==> src/hw/tcic_pkg.sv <==
/*
 * Constants shared by the capture input conditioning block: register
 * offsets, field positions, reset values and capture source mode codes.
 * Assumes nothing beyond a SystemVerilog compiler.
 */
package tcic_pkg;
	// Register offsets (byte addresses)
	localparam logic [7:0] TCIC_PAIR01_OFS = 8'h18;
	localparam logic [7:0] TCIC_PAIR23_OFS = 8'h1C;
	localparam logic [15:0] TCIC_PAIR01_RST = 16'h0000;
	localparam logic [15:0] TCIC_PAIR23_RST = 16'h0000;
	localparam int TCIC_REG_W = 16;
	// Field positions inside a pair register (low and high channel)
	localparam int TCIC_LO_MODE_POS = 0;
	localparam int TCIC_LO_DIV_POS = 2;
	localparam int TCIC_LO_FLT_POS = 4;
	localparam int TCIC_HI_MODE_POS = 8;
	localparam int TCIC_HI_DIV_POS = 10;
	localparam int TCIC_HI_FLT_POS = 12;
	localparam int TCIC_CH_NUM = 4;
	localparam int TCIC_PRE_W = 5;
	localparam int TCIC_DTS_DIV = 1;

	typedef enum logic [1:0] {
		TCIC_MODE_OUT = 2'b00,
		TCIC_MODE_OWN = 2'b01,
		TCIC_MODE_NEIGH = 2'b10,
		TCIC_MODE_TRIG = 2'b11
	} tcic_mode_e;
endpackage : tcic_pkg

==> src/hw/tcic_cond.sv <==
/*
 * Capture input conditioning for four timer channels: pin synchroniser,
 * digital noise filter, capture source select and edge prescaler, plus
 * the two channel-pair control registers.
 * Assumes the channel enable bits and the internal trigger come from
 * timer logic on the same clock; capture pins are asynchronous.
 */
`timescale 1ns/10ps

module tcic_cond import tcic_pkg::*; #(
	parameter int DTS_DIV = TCIC_DTS_DIV
) (
	// Clock and reset
	input wire logic ref_clk_in,
	input wire logic arst_n_in,
	// Register port
	input wire logic [7:0] reg_addr_in,
	input wire logic reg_wr_in,
	input wire logic reg_rd_in,
	input wire logic [31:0] reg_wdata_in,
	output logic [31:0] reg_rdata_out,
	// Timer side
	input wire logic [3:0] chan_enable_bit_in,
	input wire logic [3:0] internal_trigger_select_in,
	// Capture pins
	input wire logic [3:0] chan_raw_input_in,
	// Conditioned results
	output logic [3:0] chan_filtered_out,
	output logic [3:0] chan_capture_out
);
	function automatic logic [3:0] filt_n(input logic [3:0] code);
		case (code)
			4'h0: filt_n = 4'h1;
			4'h1: filt_n = 4'h2;
			4'h2: filt_n = 4'h4;
			4'h4, 4'h6, 4'h8, 4'hB, 4'hE: filt_n = 4'h6;
			4'hA, 4'hD: filt_n = 4'h5;
			default: filt_n = 4'h8;
		endcase
	endfunction

	// Sample strobe: kernel rate, or dead-time tick thinned by a power of two
	function automatic logic samp_sel(input logic [3:0] code,
		input logic tick, input logic [TCIC_PRE_W-1:0] pre);
		case (code)
			4'h0: samp_sel = tick;
			4'h1, 4'h2, 4'h3: samp_sel = 1'b1;
			4'h4, 4'h5: samp_sel = tick && (pre[0] == 1'b0);
			4'h6, 4'h7: samp_sel = tick && (pre[1:0] == 2'h0);
			4'h8, 4'h9: samp_sel = tick && (pre[2:0] == 3'h0);
			4'hA, 4'hB, 4'hC: samp_sel = tick && (pre[3:0] == 4'h0);
			default: samp_sel = tick && (pre == 5'h00);
		endcase
	endfunction

	function automatic logic [2:0] div_last(input logic [1:0] code);
		case (code)
			2'h0: div_last = 3'h0;
			2'h1: div_last = 3'h1;
			2'h2: div_last = 3'h3;
			default: div_last = 3'h7;
		endcase
	endfunction

	logic [15:0] pair01;
	logic [15:0] pair23;
	logic [7:0] dts_cnt;
	logic dts_tick;
	logic [TCIC_PRE_W-1:0] pre_cnt;
	logic [3:0] sync1;
	logic [3:0] sync2;
	logic [2:0] flt_cnt [TCIC_CH_NUM];
	logic [3:0] src_prev;
	logic [2:0] psc_cnt [TCIC_CH_NUM];
	logic [3:0] flt_code [TCIC_CH_NUM];
	logic [1:0] div_code [TCIC_CH_NUM];
	logic [1:0] mode [TCIC_CH_NUM];
	logic [3:0] samp;
	logic [3:0] src;
	logic [3:0] edge_hit;
	logic [15:0] next_pair01;
	logic [15:0] next_pair23;

	// Field extraction per channel
	always_comb begin
		flt_code[0] = pair01[TCIC_LO_FLT_POS +: 4];
		div_code[0] = pair01[TCIC_LO_DIV_POS +: 2];
		mode[0] = pair01[TCIC_LO_MODE_POS +: 2];
		flt_code[1] = pair01[TCIC_HI_FLT_POS +: 4];
		div_code[1] = pair01[TCIC_HI_DIV_POS +: 2];
		mode[1] = pair01[TCIC_HI_MODE_POS +: 2];
		flt_code[2] = pair23[TCIC_LO_FLT_POS +: 4];
		div_code[2] = pair23[TCIC_LO_DIV_POS +: 2];
		mode[2] = pair23[TCIC_LO_MODE_POS +: 2];
		flt_code[3] = pair23[TCIC_HI_FLT_POS +: 4];
		div_code[3] = pair23[TCIC_HI_DIV_POS +: 2];
		mode[3] = pair23[TCIC_HI_MODE_POS +: 2];
	end

	// Mode fields keep their value while the channel is enabled
	always_comb begin
		next_pair01 = reg_wdata_in[15:0];
		next_pair23 = reg_wdata_in[15:0];
		if (chan_enable_bit_in[0])
			next_pair01[TCIC_LO_MODE_POS +: 2] = mode[0];
		if (chan_enable_bit_in[1])
			next_pair01[TCIC_HI_MODE_POS +: 2] = mode[1];
		if (chan_enable_bit_in[2])
			next_pair23[TCIC_LO_MODE_POS +: 2] = mode[2];
		if (chan_enable_bit_in[3])
			next_pair23[TCIC_HI_MODE_POS +: 2] = mode[3];
	end

	always_ff @(posedge ref_clk_in or negedge arst_n_in) begin
		if (!arst_n_in) begin
			pair01 <= TCIC_PAIR01_RST;
			pair23 <= TCIC_PAIR23_RST;
		end else if (reg_wr_in) begin
			if (reg_addr_in == TCIC_PAIR01_OFS)
				pair01 <= next_pair01;
			if (reg_addr_in == TCIC_PAIR23_OFS)
				pair23 <= next_pair23;
		end
	end

	always_ff @(posedge ref_clk_in or negedge arst_n_in) begin
		if (!arst_n_in) begin
			reg_rdata_out <= 32'h0000_0000;
		end else if (reg_rd_in) begin
			case (reg_addr_in)
				TCIC_PAIR01_OFS: reg_rdata_out <= {16'h0000, pair01};
				TCIC_PAIR23_OFS: reg_rdata_out <= {16'h0000, pair23};
				default: reg_rdata_out <= 32'h0000_0000;
			endcase
		end
	end

	// Dead-time tick and the sampling prescale counter
	always_ff @(posedge ref_clk_in or negedge arst_n_in) begin
		if (!arst_n_in) begin
			dts_cnt <= 8'h00;
			pre_cnt <= '0;
		end else if (dts_cnt == 8'(DTS_DIV - 1)) begin
			dts_cnt <= 8'h00;
			pre_cnt <= pre_cnt + 1'b1;
		end else begin
			dts_cnt <= dts_cnt + 1'b1;
		end
	end
	assign dts_tick = (dts_cnt == 8'(DTS_DIV - 1));

	always_ff @(posedge ref_clk_in or negedge arst_n_in) begin
		if (!arst_n_in) begin
			sync1 <= 4'h0;
			sync2 <= 4'h0;
		end else begin
			sync1 <= chan_raw_input_in;
			sync2 <= sync1;
		end
	end

	always_comb begin
		for (int i = 0; i < TCIC_CH_NUM; i++) begin
			samp[i] = samp_sel(flt_code[i], dts_tick, pre_cnt);
		end
	end

	// Noise filter: consecutive differing samples are counted
	always_ff @(posedge ref_clk_in or negedge arst_n_in) begin
		if (!arst_n_in) begin
			chan_filtered_out <= 4'h0;
			for (int i = 0; i < TCIC_CH_NUM; i++)
				flt_cnt[i] <= 3'h0;
		end else begin
			for (int i = 0; i < TCIC_CH_NUM; i++) begin
				if (samp[i]) begin
					if (sync2[i] == chan_filtered_out[i]) begin
						flt_cnt[i] <= 3'h0;
					end else if ({1'b0, flt_cnt[i]} ==
						filt_n(flt_code[i]) - 4'h1) begin
						chan_filtered_out[i] <= sync2[i];
						flt_cnt[i] <= 3'h0;
					end else begin
						flt_cnt[i] <= flt_cnt[i] + 3'h1;
					end
				end
			end
		end
	end

	// Capture source per channel; neighbour is the other of the pair
	always_comb begin
		for (int i = 0; i < TCIC_CH_NUM; i++) begin
			case (mode[i])
				TCIC_MODE_OWN: src[i] = chan_filtered_out[i];
				TCIC_MODE_NEIGH: src[i] = chan_filtered_out[i ^ 1];
				TCIC_MODE_TRIG: src[i] = internal_trigger_select_in[i];
				default: src[i] = 1'b0;
			endcase
			edge_hit[i] = src[i] && !src_prev[i] && chan_enable_bit_in[i]
				&& (mode[i] != TCIC_MODE_OUT);
		end
	end

	// Edge prescaler, cleared while the channel is disabled
	always_ff @(posedge ref_clk_in or negedge arst_n_in) begin
		if (!arst_n_in) begin
			src_prev <= 4'h0;
			chan_capture_out <= 4'h0;
			for (int i = 0; i < TCIC_CH_NUM; i++)
				psc_cnt[i] <= 3'h0;
		end else begin
			src_prev <= src;
			for (int i = 0; i < TCIC_CH_NUM; i++) begin
				chan_capture_out[i] <= 1'b0;
				if (!chan_enable_bit_in[i]) begin
					psc_cnt[i] <= 3'h0;
				end else if (edge_hit[i]) begin
					if (psc_cnt[i] >= div_last(div_code[i])) begin
						psc_cnt[i] <= 3'h0;
						chan_capture_out[i] <= 1'b1;
					end else begin
						psc_cnt[i] <= psc_cnt[i] + 3'h1;
					end
				end
			end
		end
	end
endmodule // tcic_cond

==> config.mk <==
export PLATFORM = sky130hd
export DESIGN_NAME = tcic_cond
export DESIGN_NICKNAME = d
export VERILOG_FILES = /design/src/hw/tcic_pkg.sv /design/src/hw/tcic_cond.sv
export SDC_FILE = /design/constraint.sdc
export NUM_CORES = 1
export LEC_CHECK = 0
export BUFFER_PORTS_ARGS = -buffer_cell sky130_fd_sc_hd__buf_2
export CAP_MARGIN = 20
export CORE_UTILIZATION = 52
export CTS_CLUSTER_DIAMETER = 150
export DETAILED_ROUTE_END_ITERATION = 10
export GPL_TIMING_DRIVEN = 1
export PLACE_DENSITY_LB_ADDON = 0.3
export REMOVE_ABC_BUFFERS = 1
export SYNTH_ARGS = -nofsm -noshare
export SYNTH_HDL_FRONTEND = slang
export SYNTH_SLANG_ARGS = --single-unit
==> constraint.sdc <==
create_clock -name ref_clk_in -period 2.6 [get_ports ref_clk_in]
set_input_delay 0.78 -clock ref_clk_in [delete_from_list [all_inputs] [get_ports ref_clk_in]]
set_output_delay 0.78 -clock ref_clk_in [all_outputs]
set_load 0.02 [all_outputs]
---- Word level (Yosys, flattened, before mapping) ----
Memory sizes are Yosys's and may differ from the RTL's.
Cells that the tools add are included.
storage, ports and cells
  bits in registers ....................... 121
  memory bits (read-only) ................. 256
  input bits .............................. 56
  output and inout bits ................... 40
  logic and storage cells ................. 268
  memories kept ........................... 4
operators by class
  add/subtract/negate cells ............... 14
  $lt $le $gt $ge ......................... 4
  eq/ne operators ......................... 82
  mux-type cells .......................... 62
  bitwise operators ....................... 9
  reductions and logical operators ........ 68
memory list
  memory            depth  bits a word  rd ports  clocked after memory_dff  wr ports  line             text
  (name not given)  16     4            1         0                         0         tcic_cond.sv:32  case (code)
  (name not given)  16     4            1         0                         0         tcic_cond.sv:32
  (name not given)  16     4            1         0                         0         tcic_cond.sv:32
  (name not given)  16     4            1         0                         0         tcic_cond.sv:32
operators with widths
  kind                                                                    count
  3-bit 2-to-1 mux                                                        28
  4-bit equality test (second input constant)                             20
  4-bit by 3-bit equality test with 1-bit output (second input constant)  16
  3-bit case mux with 3 select lines                                      4
  4-bit by 2-bit equality test with 1-bit output (second input constant)  8
  4-bit 2-to-1 mux                                                        8
  16-bit case mux with 2 select lines                                     1
  3-bit by 1-bit adder with 3-bit output (second input constant)          8
  2-bit equality test (second input constant)                             12
  1-bit case mux with 6 select lines                                      4
  3-bit AND reduction                                                     8
  2-bit OR reduction                                                      12
  3-bit OR reduction                                                      8
  4-bit logical NOT                                                       5
  1-bit logical AND                                                       17
  2-bit by 1-bit equality test with 1-bit output (second input constant)  8
  3-bit by 4-bit equality test with 1-bit output                          4
  4-bit by 1-bit equality test with 1-bit output (second input constant)  4
  8-bit by 5-bit equality test with 1-bit output (second input constant)  2
  4-bit by 1-bit subtractor with 4-bit output (second input constant)     4
  3-bit greater-or-equal comparator                                       4
  1-bit 2-to-1 mux                                                        12
  1-bit case mux with 3 select lines                                      4
  2-bit logical NOT                                                       5
  12 further kinds                                                        33

---- Longest topological paths before layout ----
Gate-level depths: netlist (run 1).
  depth in word-level cells ............... 11
  mapped depth ............................ 12
  mapped depth without buffers ............ 12

---- Worst setup path after synthesis (run 1) ----
Ideal clock, no wire load.
  kind .................................... flip-flop to flip-flop
  start ................................... register pair23[12]
  end ..................................... register chan_filtered_out[3]
  library setup time ...................... 0.128 ns
  arrival ................................. 2.712 ns
  data required time ...................... 2.472 ns
  slack ................................... -0.239 ns
  stages on the path, launching flop included .. 11
  path buffers ............................ 0
  clock period less this slack ............ 2.839 ns
  path through ............................ dfrtp_1 inv_1 ha_1 mux4_2 ha_1 xor2_1 nand2b_1 mux2i_1 o2111ai_1 a21oi_1 mux2_1
between the ends
  longest elaborated chain between the ends .. 6
  elaborated cells on any way between the ends .. 25
  those cells by class .................... add/sub: 1; eq/ne: 13; mux: 3; reduce/logical: 7; memory: 1
ends and longest elaborated chain
  what                                            line              text
  start, declared                                 tcic_cond.sv:66   logic [15:0] pair23;
  start signal, assigned                          tcic_cond.sv:122  pair23 <= next_pair23;
  memory read 16 x 4 bit                          n/a
  4-bit 2-to-1 mux                                tcic_cond.sv:177  if (sync2[i] == chan_filtered_out[i]) begin
  4-bit 2-to-1 mux                                tcic_cond.sv:176  if (samp[i]) begin
  4-bit by 1-bit subtractor with 4-bit output     tcic_cond.sv:180  filt_n(flt_code[i]) - 4'h1) begin
  3-bit by 4-bit equality test with 1-bit output  tcic_cond.sv:179  end else if ({1'b0, flt_cnt[i]} ==
  3-bit AND reduction (no source line) *          n/a
  end signal, assigned by index                   tcic_cond.sv:181  chan_filtered_out[i] <= sync2[i];
  end, declared                                   tcic_cond.sv:28   output logic [3:0] chan_filtered_out,
Every way passes the cells marked *; elsewhere a longest branch is shown, timed or not. The select of a mux whose other input is x is not followed.
A chain may end at the register's enable or synchronous reset.

---- Worst setup path in the final report (run 1) ----
Same ends and word-level chain as after synthesis.

==> flow_summary.json, run 1 <==
{
  "status": "finished, violations left",
  "violations": "negative setup slack",
  "peakVddDrop_mv": 0.476,
  "cts.sinks": 105,
  "diodes": 0,
  "netlist_instances": 628,
  "critPathLaunchType": "register",
  "setup_violations": 8,
  "async_reset_ff_frac": 1.00,
  "synth_cell_type_count": 67,
  "die_h_um": 113,
  "layout-drive-gt1-share": 0.356,
  "place_ws_ps": -292,
  "seq_area_frac_synth": 0.408,
  "use_met3": 0.0439,
  "ys_ff_latch": 105,
  "dpl.hpwl_mm": 10.8,
  "cts_root_buf": "clkbuf_16",
  "period_needed_ps": 2820,
  "fin_ws_ps": -224,
  "hold_viol_final": 0,
  "finalNetCount": 863,
  "layout_commonest_cell": "dfrtp_1",
  "stdcell_area_um2": 8010,
  "clkLatencyLatePin_ps": 360,
  "antenna_left": 0,
  "htreeDepth": 3,
  "yosys_most_used_dff": "dfrtp_1",
  "critPathKind": "register to register",
  "grt_pass1_wl_mm": 25.4,
  "drc": 0,
  "required_ps": 2850,
  "numCtsBuffers": 9,
  "crit_fanout": 3,
  "overflow": 0,
  "grt_usage": 0.252,
  "core_area_um2": 12100,
  "layout_common_cells": "dfrtp_1, buf_4, buf_2, inv_1, ha_1",
  "antenna_found_initial": 0,
  "wl_mm": 15.0,
  "end_kind": "register",
  "dp.cells": 894,
  "drtIter0Drc": 327,
  "hold_path.class": "register to register",
  "slew_violations": 0,
  "fin_cells": 927,
  "dr.pass1.iters": 5,
  "maxCapViolCount": 0,
  "fin_total_pwr_mw": 4.98,
  "initial_utilization": 0.534,
  "syn_area_um2": 6440,
  "dpl_cell_area_um2": 7250,
  "worst_pin_slew_ps": 590,
  "rows": 40,
  "avgViaCountPerCell": 5.61,
  "gp_congestion": 0.808,
  "slew_headroom": 0.607,
  "met1_usage": 0.299,
  "busiest_layer": "met2",
  "clock.fmax_mhz": 354,
  "wl_per_cell_um": 16.2,
  "dieArea_um2": 12800,
  "cts_tree": "yes",
  "cellLeakagePower_nw": 3.72,
  "grt_pass1_vias": 5379,
  "die_w_um": 113,
  "path_clk_slew_ps": 70,
  "ys_warn_count": 0,
  "post-route-period-util": 1.09,
  "powerDensity_nw_per_um2": 621,
  "crit_arrival_ps": 3070,
  "area_growth_syn_to_layout_pct": 24.3,
  "fin_skew_ps": 7.31,
  "whs_ps": 351,
  "ios": 96,
  "grt_max_degree": 49,
  "vias": 5201,
  "rsz0062_at_grt": "yes",
  "io_buffers": 63,
  "clockBufferDepth": 2,
  "grtUsageMet2": 0.444,
  "synth-edff-count": 0,
  "syn_avg_cell_area_um2": 10.3
}
-- worst max-delay path, cell delays in order (launching register included) --
cell	delay, ps
dfrtp_1	430
inv_2	130
ha_4	210
mux4_2	500
ha_4	300
xor2_2	160
nand2b_1	90
mux2i_2	220
buf_4	160
nand2_2	40
a21oi_2	160
mux2_4	310
-- layer usage --
metal  share of wire  vias up
li1                -     2462
met1            0.42     2580
met2            0.52      128
met3           0.040       31
met4           0.026        0
met5               0        -
-- area by class of cell --
cell class	count	area, µm²
clock buffer	9	225
clock inverter	6	100
fill	889	4050
inverter	52	200
multi-input combinational	452	3770
sequential	105	2630
tap	168	210
timing repair buffer	135	875
-- power by group --
part	switching (mW)	internal, mW
sequential	0.199	1.77
combinational	0.763	0.729
clock	0.653	0.858
total	1.62	3.36
-- final timing paths --
kind,start,cells past startpoint,end,slack [ps]
worst max-delay path,pair23[12],11,chan_filtered_out[3],-220
worst min-delay path,sync1[3],0,sync2[3],350
worst max register to register,pair23[12],11,chan_filtered_out[3],-220
worst min register to register,sync1[3],0,sync2[3],350
max in group asynchronous,arst_n_in,2,pair23[13],1500
min in group asynchronous,arst_n_in,1,pair01[7],410
-- synth_stat cells (2+ instances only) --
library cell / count / area, µm²
mux2_2: 38 / 428
xnor2_1: 12 / 105
o22ai_1: 3 / 18.8
nand2b_1: 14 / 87.6
nand2_1: 42 / 158
a311oi_1: 3 / 26.3
o21bai_1: 3 / 22.5
clkbuf_1: 9 / 33.8
nor2_1: 37 / 139
nor3_1: 10 / 50.1
or2_0: 2 / 12.5
a21boi_0: 4 / 30.0
nor4_1: 2 / 12.5
a21oi_1: 31 / 155
o31a_1: 2 / 17.5
o21ai_0: 24 / 120
o211a_1: 3 / 30.0
a31oi_1: 3 / 18.8
nand4bb_1: 3 / 33.8
and3_1: 3 / 18.8
nand3_1: 15 / 75.1
inv_1: 51 / 191
mux2_1: 3 / 33.8
or3_1: 7 / 43.8
dfrtp_1: 105 / 2630
a22oi_1: 20 / 150
o31ai_1: 2 / 15.0
a211oi_1: 2 / 15.0
or2_2: 6 / 37.5
mux2i_1: 9 / 90.1
xor2_1: 11 / 96.3
buf_2: 5 / 25.0
nand4_1: 4 / 25.0
nor2b_1: 9 / 56.3
ha_1: 52 / 651
o21a_1: 2 / 15.0
o21ai_1: 6 / 30.0
buf_4: 17 / 128
mux4_2: 12 / 270
buf_1: 3 / 11.3
o32a_1: 4 / 40.0
a21o_1: 4 / 30.0
o2111ai_1: 7 / 61.3
-- metrics by stage --
step                       util  setup TNS [ps]
after floorplan               -           -4730
after global placement    0.601            -524
after detailed placement  0.601           -1550
after CTS                 0.650            -474
after global routing      0.664           -1950
final                     0.664            -837
-- cells by family after synthesis --
group | synth area share
other | 0.000582
adders and majority gates | 0.101
and+or+nand+nor | 0.129
muxes | 0.128
buffers and inverters | 0.0610
AOI/OAI and AO/OA | 0.142
xor gates and xnor gates | 0.0313
DFF | 0.408
-- flip-flops by register name, indices dropped and copies added (netlist names) --
| name | cells |
|---|---|
| dts_cnt | 8 |
| chan_capture_out | 4 |
| pre_cnt | 5 |
| sync1 | 4 |
| pair23 | 16 |
| src_prev | 4 |
| reg_rdata_out | 16 |
| chan_filtered_out | 4 |
| pair01 | 16 |
| psc_cnt | 12 |
| sync2 | 4 |
| flt_cnt | 12 |
-- repair_timing --
item,4_1_cts,5_1_grt
pin swaps,16,21
resized for setup,36,32
endpoints found under the setup margin,10,16
buffers inserted,11,7
hold buffers,0,0
Power figures use the tool's default switching activity.
==> inputs of run 2 (changes only) <==
--- a/config.mk
+++ b/config.mk
@@ -5,9 +5,10 @@
 export SDC_FILE = /design/constraint.sdc
 export NUM_CORES = 1
 export LEC_CHECK = 0
+export ABC_AREA = 1
 export BUFFER_PORTS_ARGS = -buffer_cell sky130_fd_sc_hd__buf_2
 export CAP_MARGIN = 20
-export CORE_UTILIZATION = 52
+export CORE_UTILIZATION = 53
 export CTS_CLUSTER_DIAMETER = 150
 export DETAILED_ROUTE_END_ITERATION = 10
 export GPL_TIMING_DRIVEN = 1
==> run 2 against run 1 <==
Net effect:
- final cell count up 24%
- clock power fell by 5%
- synthesized cell count is 44% higher
- wire length is 6.8% lower
- via count increased by 11%
- largest cell class unchanged
- largest power group unchanged
- the flow now finishes without violations
- area after synthesis up 5.6%
==> flow_summary.json, run 2 <==
{
  "die_w_um": 115,
  "seq_power_share": 0.446,
  "drc": 0,
  "wl_mm": 14.0,
  "ys_ff_latch": 105,
  "setup_tns_ps": 0,
  "io_buffers": 63,
  "crit_arrival_ps": 2570,
  "p_sw_mw": 1.30,
  "async_reset_ff_frac": 1.00,
  "peakVddDrop_mv": 0.427,
  "required_ps": 2840,
  "cts.sinks": 105,
  "die_h_um": 115,
  "r2r_cells": 15,
  "synth_most_common_cell": "nand2_1",
  "critPathKind": "register to register",
  "cts_root_buf": "clkbuf_16",
  "crit_fanout": 7,
  "hold_viol_final": 0,
  "r2r_slack_ps": 280,
  "seq_area_um2": 2630,
  "ys_warn_count": 0,
  "rows": 41,
  "clock.fmax_mhz": 430,
  "maxCapViolCount": 0,
  "grt_pass1_wl_mm": 24.3,
  "cts_tree": "yes",
  "setup_violations": 0,
  "powerDensity_nw_per_um2": 549,
  "multi_input_area_um2": 3530,
  "path_clk_slew_ps": 70,
  "postCtsSetupBuffers": 0,
  "reg_top3": "pair01 x16, pair23 x16, reg_rdata_out x16",
  "stdcell_area_um2": 7570,
  "grt_usage": 0.231,
  "post-route-period-util": 0.894,
  "diodes": 0,
  "r2r_end": "chan_filtered_out[2]",
  "layout-drive-gt1-share": 0.108,
  "seq_area_frac_synth": 0.386,
  "cellLeakagePower_nw": 4.09,
  "ys_top_cells_by_count": "nand2_1, inv_1, dfrtp_1",
  "finalNetCount": 1078,
  "switching_share": 0.312,
  "antenna_left": 0,
  "layout_common_cells": "nand2_1, inv_1, dfrtp_1, nor2_1, o21ai_0",
  "cts-resized-gates": 0,
  "core_area_um2": 12600,
  "dieArea_um2": 13300,
  "htreeDepth": 3,
  "period_needed_ps": 2320,
  "yosys_most_used_dff": "dfrtp_1",
  "critPathLaunchType": "register",
  "grt_pass1_vias": 5507,
  "hold_path.class": "input pin to asynchronous set/reset pin",
  "wl_per_cell_um": 12.2,
  "end_kind": "register",
  "slew_violations": 0,
  "rsz0062_at_grt": "no",
  "antenna_found_initial": 0,
  "syn_area_um2": 6800,
  "dr.pass1.iters": 9,
  "initial_utilization": 0.541,
  "power_frac_comb": 0.209,
  "vias": 5764,
  "syn_avg_cell_area_um2": 7.53,
  "fin_skew_ps": 12.2,
  "nFillCells": 1163,
  "numCtsBuffers": 9,
  "internal_power_mw": 2.86,
  "cts_hold_buffers": 0,
  "synth-edff-count": 0,
  "ios": 96,
  "clockBufferDepth": 2,
  "overflow": 0,
  "gp_congestion": 0.838,
  "clkLatencyLatePin_ps": 360,
  "r2r-start": "pair23[4]",
  "yosysTopAreaCell": "dfrtp_1",
  "netlist_instances": 903,
  "layout_commonest_cell": "nand2_1",
  "synth_top_area_share": 0.386,
  "area_growth_syn_to_layout_pct": 11.3,
  "dpl_cell_area_um2": 7260,
  "dpl.hpwl_mm": 10.5,
  "power.share.clock": 0.345,
  "synth_cell_type_count": 39,
  "avgViaCountPerCell": 5.03,
  "status": "complete, no violations",
  "grt_max_degree": 58,
  "drtIter0Drc": 380,
  "yosys-top-cells-area": "dfrtp_1, nand2_1, ha_1"
}
## run 2: changes by cell type in the layout (fill, tap and decap cells not counted), moves of 13 or more
cell and delta:
nand3_1 +64, ha_1 +13, mux2_2 -37, inv_1 +86, a22oi_1 -17, buf_4 -63, nand2b_1 -14, o21ai_0 +66
nand2_1 +191, nor2_1 +50
## run 2: how the worst max path moves through the flow
stage	start	to	slack [ps]	cells past startpoint
finish	pair23[4]	chan_filtered_out[2]	280	15
global route	pair01[5]	chan_filtered_out[0]	20	14
CTS	pair23[4]	chan_filtered_out[2]	250	15
detailed placement	pair23[4]	chan_filtered_out[2]	280	15
global placement	reg_addr_in[7]	pair23[9]	330	8
floorplan	reg_addr_in[7]	pair01[0]	510	6
## run 2: power groups by stage
stage | Sequential (mW) | Clock [mW] | Combinational, mW
2_1_floorplan | 1.87 | 0 | 0.641
3_3_place_gp | 1.88 | 0 | 0.848
3_5_place_dp | 1.88 | 0 | 0.871
4_1_cts | 1.85 | 1.48 | 0.874
5_1_grt | 1.87 | 1.53 | 1.03
6_report | 1.85 | 1.43 | 0.868
## run 2: layer usage
metal  part of all wire  track usage  vias to the layer above
met5                  0            0                        -
met4              0.019       0.0753                        0
met3              0.039       0.0517                       20
met2               0.48        0.398                      111
met1               0.46        0.289                     2630
li1                   -            -                     3003
## run 2: layout make-up
class	instances	area share
Multi-Input combinational cell	656	0.466
Sequential cell	105	0.347
Timing Repair Buffer	72	0.0542
Clock inverter	6	0.00992
Inverter	126	0.0625
Clock buffer	10	0.0316
Tap cell	172	0.0284
## run 2: cells by family after synthesis
family,synth area share
AO/OA/AOI/OAI,0.108
XOR/XNOR,0.0322
adder cells (fa/ha/maj),0.0957
buffers and inverters,0.103
flip-flops,0.386
other,0.000551
AND/OR/NAND/NOR,0.274
## run 2: critical path: stages, from the launching register on
cell	delay, ps
dfrtp_1	470
inv_1	140
ha_1	330
nor2_1	110
nor2_1	50
nand2_1	80
inv_1	50
ha_1	180
xor2_1	170
nand3b_1	150
nand2_1	80
nand3_1	80
nor2_1	150
nand2_1	70
nand2_1	50
nand2_1	50
## run 2: metrics by stage
step	setup WS [ps]	std cells	power (mW)	util	hold WS, ps
2_1_floorplan	506	887	2.51	-	331
3_3_place_gp	332	1131	2.73	0.577	334
3_5_place_dp	280	1131	2.75	0.577	335
4_1_cts	255	1147	4.21	0.602	239
5_1_grt	17.3	1147	4.43	0.602	243
6_report	275	1147	4.16	0.602	253
